## src/core/adc_pkt_pkg.sv

```systemverilog
// Constants shared by the sample packetizer and its FIFO
package adc_pkt_pkg;

    // ------------
    // Register map
    // ------------
    localparam logic [31:0] ADC_GENERAL_CONTROL_OFS = 32'h0000_0020;

    // ------------
    // Field positions in adc_general_control
    // ------------
    localparam int ENABLE_BIT = 0;
    localparam int CAL_SEL_BIT = 1;
    localparam int SPP_LSB = 8;
    localparam int SPP_MSB = 15;
    localparam int WIDTH_LSB = 16;
    localparam int WIDTH_MSB = 17;
    localparam int DROPPED_BIT = 24;

    // ------------
    // Reset values
    // ------------
    localparam logic ENABLE_RST = 1'h0;
    localparam logic CAL_SEL_RST = 1'h0;
    localparam logic [7:0] SPP_RST = 8'h01;
    localparam logic [1:0] WIDTH_RST = 2'h1;
    localparam logic DROPPED_RST = 1'h1;

    // ------------
    // Sample width encodings
    // ------------
    localparam logic [1:0] WIDTH_8 = 2'h0;
    localparam logic [1:0] WIDTH_16 = 2'h1;
    localparam logic [1:0] WIDTH_32 = 2'h3;

    // ------------
    // Timing and sizes
    // ------------
    localparam logic [2:0] CAL_PULSES = 3'h6;
    localparam int RESULT_W = 12;
    localparam int TOKEN_W = 9;
    localparam int FIFO_DEPTH = 8;

    // AHB-Lite encodings
    localparam logic [1:0] HTRANS_NONSEQ = 2'h2;
    localparam logic HRESP_OKAY = 1'h0;

endpackage : adc_pkt_pkg

```

## src/core/byte_fifo.sv

```systemverilog
// Small flip-flop FIFO with valid/ready on both sides
`timescale 1ns/1ps
`default_nettype none

module byte_fifo #(
    parameter int WIDTH = 9,
    parameter int DEPTH = 8
) (
    input wire logic clk_i,
    input wire logic arst_n_i,
    input wire logic in_valid_i,
    output logic in_ready_o,
    input wire logic [WIDTH-1:0] in_data_i,
    output logic out_valid_o,
    input wire logic out_ready_i,
    output logic [WIDTH-1:0] out_data_o
);

    localparam int AW = $clog2(DEPTH);

    // ------------
    // Storage and pointers
    // ------------
    logic [WIDTH-1:0] mem_reg [DEPTH];
    logic [AW-1:0] wr_ptr_reg;
    logic [AW-1:0] rd_ptr_reg;
    logic [AW:0] count_reg;
    logic push;
    logic pop;

    // Full and empty come straight from the occupancy count
    assign in_ready_o = (count_reg != (AW+1)'(DEPTH));
    assign out_valid_o = (count_reg != '0);
    assign out_data_o = mem_reg[rd_ptr_reg];
    assign push = in_valid_i && in_ready_o;
    assign pop = out_valid_o && out_ready_i;

    // Write side
    always_ff @(posedge clk_i or negedge arst_n_i)
    begin
        if (!arst_n_i)
        begin
            wr_ptr_reg <= '0;
        end
        else if (push)
        begin
            mem_reg[wr_ptr_reg] <= in_data_i;
            wr_ptr_reg <= (wr_ptr_reg == AW'(DEPTH - 1)) ? '0
                          : wr_ptr_reg + AW'(1);
        end
    end

    // Read side
    always_ff @(posedge clk_i or negedge arst_n_i)
    begin
        if (!arst_n_i)
        begin
            rd_ptr_reg <= '0;
        end
        else if (pop)
        begin
            rd_ptr_reg <= (rd_ptr_reg == AW'(DEPTH - 1)) ? '0
                          : rd_ptr_reg + AW'(1);
        end
    end

    // Occupancy
    always_ff @(posedge clk_i or negedge arst_n_i)
    begin
        if (!arst_n_i)
        begin
            count_reg <= '0;
        end
        else if (push && !pop)
        begin
            count_reg <= count_reg + (AW+1)'(1);
        end
        else if (pop && !push)
        begin
            count_reg <= count_reg - (AW+1)'(1);
        end
    end

endmodule : byte_fifo

`default_nettype wire

```

## src/core/adc_sample_packetizer_control.sv

```systemverilog
// Converter control, sample packetizer and AHB-Lite register slave
//
// What this block does
// - Bit 24 flags lost samples, read clears
// - Bits 17:16 pick width, left-aligned, 2 reserved
// - Width 0: one byte, top eight bits
// - Width 1: sixteen bits, four low zeros, MSB first
// - Width 3: 32-bit word, twenty low zeros
// - Bits 15:8 give samples per packet
// - Zero: packet ends only on register access
// - Bit 1 selects internal calibration reference
// - While enabled, writes change only the enable bit
// - First six pulses after enable only calibrate
// - Seventh and later pulses deliver samples
// - Every enable rising edge restarts calibration
// - Reset: width 1, count 1, flag 1
`timescale 1ns/1ps
`default_nettype none

module adc_sample_packetizer_control (
    input wire logic clk_i,
    input wire logic arst_n_i,
    // AHB-Lite slave
    input wire logic hsel_i,
    input wire logic [31:0] haddr_i,
    input wire logic [1:0] htrans_i,
    input wire logic hwrite_i,
    input wire logic [2:0] hsize_i,
    input wire logic [31:0] hwdata_i,
    input wire logic hready_i,
    output logic [31:0] hrdata_o,
    output logic hreadyout_o,
    output logic hresp_o,
    // Trigger pin and converter
    input wire logic trigger_i,
    output logic conv_enable_o,
    output logic cal_sel_o,
    output logic conv_start_o,
    input wire logic conv_done_i,
    input wire logic [11:0] conv_data_i,
    // Channel end stream
    output logic [7:0] ch_data_o,
    output logic ch_end_o,
    output logic ch_valid_o,
    input wire logic ch_ready_i
);

    // ------------
    // Types and helpers
    // ------------
    typedef enum logic [1:0] {
        SER_IDLE,
        SER_DATA,
        SER_TERM
    } ser_state_t;

    // Bytes per sample for a width code; reserved code acts as 16-bit
    function automatic logic [2:0] bytes_for(input logic [1:0] code);
        logic [2:0] n;
        n = 3'h2;
        if (code == adc_pkt_pkg::WIDTH_8)
        begin
            n = 3'h1;
        end
        else if (code == adc_pkt_pkg::WIDTH_32)
        begin
            n = 3'h4;
        end
        return n;
    endfunction : bytes_for

    // ------------
    // Configuration and status state
    // ------------
    logic enable_reg; // Converter running
    logic cal_sel_reg; // Internal reference selected
    logic [7:0] spp_reg; // Samples per packet, zero means open
    logic [1:0] width_reg; // Sample width code
    logic dropped_reg; // Sticky lost-sample flag

    // ------------
    // Bus phase state
    // ------------
    logic wr_pend_reg; // Write data phase in progress
    logic hready_reg; // Bus ready, high once out of reset
    logic [31:0] rdata_reg; // Read data for the current data phase
    logic addr_take; // Valid address phase this cycle
    logic hit; // Address phase hits the control register
    logic reg_access; // Any access to the control register
    logic rd_clear; // Read that clears the dropped flag
    logic [31:0] ctrl_view; // Current register image

    // ------------
    // Trigger and converter state
    // ------------
    logic trig_meta_reg; // First synchroniser stage
    logic trig_sync_reg; // Second synchroniser stage
    logic trig_prev_reg; // Delayed copy for edge detect
    logic trig_rise;
    logic enable_prev_reg; // For enable rising edge
    logic [2:0] cal_left_reg; // Calibration pulses still owed
    logic conv_is_cal_reg; // Pending conversion only calibrates
    logic conv_start_reg;
    logic sample_done; // A delivering sample has finished
    logic sample_drop; // That sample cannot be taken

    // ------------
    // Serializer and packet state
    // ------------
    ser_state_t state_reg;
    logic [31:0] shift_reg; // Left-aligned sample, top byte next
    logic [2:0] bytes_left_reg; // Bytes of the sample still to push
    logic [7:0] pkt_count_reg; // Samples placed in the open packet
    logic term_req_reg; // Register access asked for a terminator
    logic fifo_in_valid;
    logic fifo_in_ready;
    logic [8:0] fifo_in_data;
    logic fifo_out_valid;
    logic fifo_out_ready;
    logic [8:0] fifo_out_data;
    logic push;
    logic out_valid_reg;
    logic [8:0] out_data_reg;

    // ------------
    // AHB-Lite decode
    // ------------
    assign addr_take = hsel_i && hready_i
                       && (htrans_i == adc_pkt_pkg::HTRANS_NONSEQ);
    assign hit = haddr_i == adc_pkt_pkg::ADC_GENERAL_CONTROL_OFS;
    assign reg_access = addr_take && hit;
    assign rd_clear = reg_access && !hwrite_i;

    // Register image; reserved bits read as zero
    always_comb
    begin
        ctrl_view = '0;
        ctrl_view[adc_pkt_pkg::ENABLE_BIT] = enable_reg;
        ctrl_view[adc_pkt_pkg::CAL_SEL_BIT] = cal_sel_reg;
        ctrl_view[adc_pkt_pkg::SPP_MSB:adc_pkt_pkg::SPP_LSB] = spp_reg;
        ctrl_view[adc_pkt_pkg::WIDTH_MSB:adc_pkt_pkg::WIDTH_LSB] =
            width_reg;
        ctrl_view[adc_pkt_pkg::DROPPED_BIT] = dropped_reg;
    end

    // Read data is captured at the address phase so it comes from a flop
    always_ff @(posedge clk_i or negedge arst_n_i)
    begin
        if (!arst_n_i)
        begin
            rdata_reg <= '0;
        end
        else if (addr_take)
        begin
            // Unmapped addresses read as zero
            rdata_reg <= (hit && !hwrite_i) ? ctrl_view : '0;
        end
    end

    // Remember a pending write until its data phase
    always_ff @(posedge clk_i or negedge arst_n_i)
    begin
        if (!arst_n_i)
        begin
            wr_pend_reg <= 1'b0;
            hready_reg <= 1'b0;
        end
        else
        begin
            // Zero wait states once out of reset
            hready_reg <= 1'b1;
            if (hready_i)
            begin
                wr_pend_reg <= reg_access && hwrite_i;
            end
        end
    end

    // Ready from a flop and an OKAY answer for every transfer
    assign hrdata_o = rdata_reg;
    assign hreadyout_o = hready_reg;
    assign hresp_o = adc_pkt_pkg::HRESP_OKAY;

    // ------------
    // Configuration writes
    // ------------
    // Enable stays writable so software can stop a running converter
    always_ff @(posedge clk_i or negedge arst_n_i)
    begin
        if (!arst_n_i)
        begin
            enable_reg <= adc_pkt_pkg::ENABLE_RST;
            cal_sel_reg <= adc_pkt_pkg::CAL_SEL_RST;
            spp_reg <= adc_pkt_pkg::SPP_RST;
            width_reg <= adc_pkt_pkg::WIDTH_RST;
        end
        else if (wr_pend_reg)
        begin
            enable_reg <= hwdata_i[adc_pkt_pkg::ENABLE_BIT];
            if (!enable_reg)
            begin
                cal_sel_reg <= hwdata_i[adc_pkt_pkg::CAL_SEL_BIT];
                spp_reg <= hwdata_i[adc_pkt_pkg::SPP_MSB:
                                    adc_pkt_pkg::SPP_LSB];
                width_reg <= hwdata_i[adc_pkt_pkg::WIDTH_MSB:
                                      adc_pkt_pkg::WIDTH_LSB];
            end
        end
    end

    // Sticky flag: a new drop wins over the read that clears it
    always_ff @(posedge clk_i or negedge arst_n_i)
    begin
        if (!arst_n_i)
        begin
            dropped_reg <= adc_pkt_pkg::DROPPED_RST;
        end
        else if (sample_drop)
        begin
            dropped_reg <= 1'b1;
        end
        else if (rd_clear)
        begin
            dropped_reg <= 1'b0;
        end
    end

    assign conv_enable_o = enable_reg;
    assign cal_sel_o = cal_sel_reg;

    // ------------
    // Trigger synchroniser and calibration phase
    // ------------
    // The pin is asynchronous; only the second stage feeds logic
    always_ff @(posedge clk_i or negedge arst_n_i)
    begin
        if (!arst_n_i)
        begin
            trig_meta_reg <= 1'b0;
            trig_sync_reg <= 1'b0;
            trig_prev_reg <= 1'b0;
        end
        else
        begin
            trig_meta_reg <= trigger_i;
            trig_sync_reg <= trig_meta_reg;
            trig_prev_reg <= trig_sync_reg;
        end
    end

    assign trig_rise = trig_sync_reg && !trig_prev_reg;

    // Calibration countdown and start pulse to the converter
    always_ff @(posedge clk_i or negedge arst_n_i)
    begin
        if (!arst_n_i)
        begin
            enable_prev_reg <= 1'b0;
            cal_left_reg <= adc_pkt_pkg::CAL_PULSES;
            conv_is_cal_reg <= 1'b0;
            conv_start_reg <= 1'b0;
        end
        else
        begin
            enable_prev_reg <= enable_reg;
            conv_start_reg <= trig_rise && enable_reg;
            if (enable_reg && !enable_prev_reg)
            begin
                cal_left_reg <= adc_pkt_pkg::CAL_PULSES;
            end
            else if (trig_rise && enable_reg)
            begin
                conv_is_cal_reg <= (cal_left_reg != 3'h0);
                if (cal_left_reg != 3'h0)
                begin
                    cal_left_reg <= cal_left_reg - 3'h1;
                end
            end
        end
    end

    assign conv_start_o = conv_start_reg;

    assign sample_done = conv_done_i && enable_reg && !conv_is_cal_reg;
    assign sample_drop = sample_done && (state_reg != SER_IDLE);

    // ------------
    // Serializer into the FIFO
    // ------------
    // Token bit 8 marks a packet terminator; bits 7:0 carry data
    assign fifo_in_valid = (state_reg != SER_IDLE);
    assign fifo_in_data = (state_reg == SER_TERM) ? {1'b1, 8'h00}
                          : {1'b0, shift_reg[31:24]};
    assign push = fifo_in_valid && fifo_in_ready;

    always_ff @(posedge clk_i or negedge arst_n_i)
    begin
        if (!arst_n_i)
        begin
            state_reg <= SER_IDLE;
            shift_reg <= '0;
            bytes_left_reg <= 3'h0;
            pkt_count_reg <= 8'h00;
        end
        else
        begin
            unique case (state_reg)
                SER_IDLE:
                begin
                    if (sample_done)
                    begin
                        shift_reg <= {conv_data_i, 20'h0_0000};
                        bytes_left_reg <= bytes_for(width_reg);
                        state_reg <= SER_DATA;
                    end
                    else if (term_req_reg && pkt_count_reg != 8'h00)
                    begin
                        state_reg <= SER_TERM;
                    end
                end
                SER_DATA:
                begin
                    if (push)
                    begin
                        shift_reg <= {shift_reg[23:0], 8'h00};
                        bytes_left_reg <= bytes_left_reg - 3'h1;
                        if (bytes_left_reg == 3'h1)
                        begin
                            pkt_count_reg <= pkt_count_reg + 8'h01;
                            if (spp_reg != 8'h00
                                && pkt_count_reg + 8'h01 == spp_reg)
                            begin
                                state_reg <= SER_TERM;
                            end
                            else
                            begin
                                state_reg <= SER_IDLE;
                            end
                        end
                    end
                end
                SER_TERM:
                begin
                    if (push)
                    begin
                        pkt_count_reg <= 8'h00;
                        state_reg <= SER_IDLE;
                    end
                end
            endcase
        end
    end

    // A register access ends the open packet once the sample finishes
    always_ff @(posedge clk_i or negedge arst_n_i)
    begin
        if (!arst_n_i)
        begin
            term_req_reg <= 1'b0;
        end
        else if (reg_access)
        begin
            term_req_reg <= 1'b1;
        end
        else if (state_reg == SER_TERM || (state_reg == SER_IDLE
                 && !sample_done && pkt_count_reg == 8'h00))
        begin
            term_req_reg <= 1'b0;
        end
    end

    // ------------
    // FIFO and output register
    // ------------
    // Eight tokens absorb channel stalls before samples start dropping
    byte_fifo #(
        .WIDTH(adc_pkt_pkg::TOKEN_W),
        .DEPTH(adc_pkt_pkg::FIFO_DEPTH)
    ) u_fifo (
        .clk_i(clk_i),
        .arst_n_i(arst_n_i),
        .in_valid_i(fifo_in_valid),
        .in_ready_o(fifo_in_ready),
        .in_data_i(fifo_in_data),
        .out_valid_o(fifo_out_valid),
        .out_ready_i(fifo_out_ready),
        .out_data_o(fifo_out_data)
    );

    // Refill the output stage when empty or being consumed
    assign fifo_out_ready = !out_valid_reg || ch_ready_i;

    always_ff @(posedge clk_i or negedge arst_n_i)
    begin
        if (!arst_n_i)
        begin
            out_valid_reg <= 1'b0;
            out_data_reg <= '0;
        end
        else if (fifo_out_ready)
        begin
            out_valid_reg <= fifo_out_valid;
            out_data_reg <= fifo_out_data;
        end
    end

    assign ch_valid_o = out_valid_reg;
    assign ch_data_o = out_data_reg[7:0];
    assign ch_end_o = out_data_reg[8];

endmodule : adc_sample_packetizer_control

`default_nettype wire

```

## config.mk

```make
export PLATFORM = sky130hd
export DESIGN_NAME = adc_sample_packetizer_control
export DESIGN_NICKNAME = d
export VERILOG_FILES = /design/src/core/adc_pkt_pkg.sv /design/src/core/byte_fifo.sv /design/src/core/adc_sample_packetizer_control.sv
export SDC_FILE = /design/constraint.sdc
export NUM_CORES = 1
export LEC_CHECK = 0
export ABC_AREA = 1
export BUFFER_PORTS_ARGS = -buffer_cell sky130_fd_sc_hd__buf_4
export CAP_MARGIN = 10
export CORE_AREA = 4 4 121 123
export CTS_CLUSTER_DIAMETER = 100
export DETAILED_ROUTE_END_ITERATION = 8
export DIE_AREA = 0 0 125 127
export PLACE_DENSITY = 0.79
export SLEW_MARGIN = 15
export SYNTH_ARGS = -nofsm -noshare
export SYNTH_HDL_FRONTEND = slang
export SYNTH_HIERARCHICAL = 1
export SYNTH_SLANG_ARGS = --single-unit
```

## constraint.sdc

```tcl
create_clock -name clk_i -period 2.27 [get_ports clk_i]
set_input_delay 0.454 -clock clk_i [delete_from_list [all_inputs] [get_ports clk_i]]
set_output_delay 0.454 -clock clk_i [all_outputs]
set_load 0.01 [all_outputs]
```

==> results.sh <==
export IMPL_status="completed"
export IMPL_relSlewSlack=0.602
export IMPL_start_util=0.547
export IMPL_synth_edf_count=72
export IMPL_rrSetupSlack_ps=170
export IMPL_synth_seq_cells=155
export IMPL_dr_pass1_iters=5
export IMPL_finish_instance_area_um2=9000
export IMPL_num_rows=43
export IMPL_coreArea_um2=13700
export IMPL_worstReg2RegStart="state_reg[0]"
export IMPL_pwr_density_cell_nw_per_um2=1240
export IMPL_grt_pass1_vias=5426
export IMPL_ys_types=39
export IMPL_post_drt_wl_per_cell_um=13.7
export IMPL_areaGrowthSynthToFinish_pct=20.4
export IMPL_synthesis_instances=838
export IMPL_die_area_um2=15900
export IMPL_drive_above_1_share=0.189
export IMPL_overflow=0
export IMPL_largest_reg_flops=72
export IMPL_clkLatencyLatePin_ps=420
export IMPL_dp_cells=1109
export IMPL_gp_congestion=0.806
export IMPL_maxCapViolations=0
export IMPL_clkSinkCount=155
export IMPL_worstMarginPinSlew_ps=595
export IMPL_clock_fmax_mhz=475
export IMPL_layout_common_cells="nand2_1, nor2_1, buf_4, inv_1, dfrtp_1"
export IMPL_hold_path_class="input pin to async pin"
export IMPL_timing_rr_end="u_fifo/count_reg[3]"
export IMPL_setup_viol=0
export IMPL_cellLeakagePower_uw=0.00437
export IMPL_nets=1057
export IMPL_netlist_area_um2=7480
export IMPL_clockRootBuffer="clkbuf_16"
export IMPL_placed_area_um2=8370
export IMPL_drcViolationCount=0
export IMPL_synth_area_per_cell_um2=8.92
export IMPL_place_ws_ps=141
export IMPL_drt_iter0_drc=480
export IMPL_synth_ff_type="dfrtp_1"
export IMPL_antenna_left=0
export IMPL_avgViaCountPerCell=5.03
export IMPL_whs_ps=87.0
export IMPL_fin_cells=1142
export IMPL_ir_worst_vdd_v=0.000641
export IMPL_async_flop_share=0.535
export IMPL_clk_pin_slew_ps=60
export IMPL_worstSetupPathType="flop to flop"
export IMPL_dieWidth_um=125
export IMPL_ys_warnings_count=6
export IMPL_start_kind="flop"
export IMPL_slew_violations=0
export IMPL_synth_seq_area_share=0.568
export IMPL_numPortBuffers=92
export IMPL_cp_data_arrival_time_ps=2410
export IMPL_totalWireLength_um=15700
export IMPL_hold_buffers=0
export IMPL_rsz0062_at_grt="false"
export IMPL_grt_max_degree=84
export IMPL_antenna_found_initial=0
export IMPL_dieHeight_um=127
export IMPL_num_antenna_cells=0
export IMPL_hold_viol_final=0
export IMPL_ff2ff_path_depth=13
export IMPL_clk_path_buf_depth=2
export IMPL_fin_skew_ps=10.1
export IMPL_timing_setup_tns_ps=0
export IMPL_fin_crit_sh=0.927
export IMPL_fin_ws_ps=167
export IMPL_final_common_cell="nand2_1"
export IMPL_grt_total_usage=0.203
export IMPL_io_pins=136
export IMPL_hpwl_um=10800
export IMPL_cts_tree="built"
export IMPL_cp_end_kind="flop"
export IMPL_cp_max_fo=4
export IMPL_cts_buffers=17
export IMPL_required_ps=2570
export IMPL_cts_max_level=4
export IMPL_vias=5746
export IMPL_fin_crit_ps=2100
export IMPL_grt_pass1_wl_um=25800
==> critical path, stage by stage (launching register included) <==
cell and delay (ps):
dfrtp_1 380, inv_1 100, ha_2 220, inv_2 60, nand2_1 80, inv_1 60, ha_1 210, inv_1 80
ha_1 250, or2_2 320, nand2_1 70, nand2_1 40, nand3_1 60, nand2_1 50
==> cell usage after synthesis, drive strengths merged, types with 7 or more instances <==
| master | instances | area [um^2] |
|---|---|---|
| nor2 | 123 | 494 |
| o21ai | 29 | 149 |
| nand3 | 37 | 200 |
| mux2 | 11 | 124 |
| buf | 37 | 268 |
| edfxtp | 72 | 2160 |
| o22ai | 8 | 50.1 |
| dfrtp | 78 | 1950 |
| nor3 | 11 | 55.1 |
| nand2 | 260 | 988 |
| nand4 | 7 | 43.8 |
| ha | 18 | 225 |
| inv | 103 | 387 |
| a21oi | 12 | 60.1 |
==> power by group <==
group / switching [uW] / internal [uW]
clock network: 1130 / 1840
logic: 2570 / 1470
registers: 354 / 3770
==> kinds of logic after synthesis <==
kind of cell	after synthesis	share of synthesized area
buf+inv	146	0.0905
other cells	2	0.00100
simple gates	445	0.245
fa+ha+maj	19	0.0328
flops	155	0.568
xor+xnor	3	0.00352
mux	11	0.0166
compound gates	57	0.0427
==> how the worst max path moves through the flow <==
| stage | from | endpoint | slack, ps | cells after the start |
|---|---|---|---|---|
| floorplan | state_reg[0] | u_fifo/count_reg[3] | 170 | 13 |
| global placement | u_fifo/count_reg[1] | u_fifo/count_reg[3] | 190 | 11 |
| detailed placement | u_fifo/count_reg[0] | u_fifo/count_reg[3] | 140 | 11 |
| CTS | u_fifo/count_reg[0] | u_fifo/count_reg[3] | 120 | 11 |
| global route | u_fifo/count_reg[0] | u_fifo/count_reg[3] | 20 | 12 |
| finish | state_reg[0] | u_fifo/count_reg[3] | 170 | 13 |
==> per-stage QoR <==
stage | total power (uW) | utilization
after floorplan | 7010 | -
after global placement | 7970 | 0.612
after detailed placement | 8160 | 0.612
after CTS | 11200 | 0.658
after global routing | 12000 | 0.659
final | 11100 | 0.659
==> layout make-up <==
class	instances	area, um^2
repair buffers	115	888
fillers	1050	4670
clock buffers	17	425
well taps	180	225
clock inverters	15	194
multi-input cells	556	2630
flip-flops and latches	155	4250
inverters	104	390
==> layer usage <==
metal | up-vias | part of all wire | global-route usage
li1 | 2843 | - | -
met1 | 2681 | 0.43 | 0.267
met2 | 206 | 0.48 | 0.337
met3 | 16 | 0.076 | 0.0481
met4 | 0 | 0.013 | 0.0663
met5 | - | 0 | 0
==> what timing repair did <==
action | in CTS | in global routing
resized for setup | 0 | 2
buffers inserted | 0 | 1
endpoints found under the setup margin | 0 | 1
No activity file was read; power rests on OpenSTA's default activity.
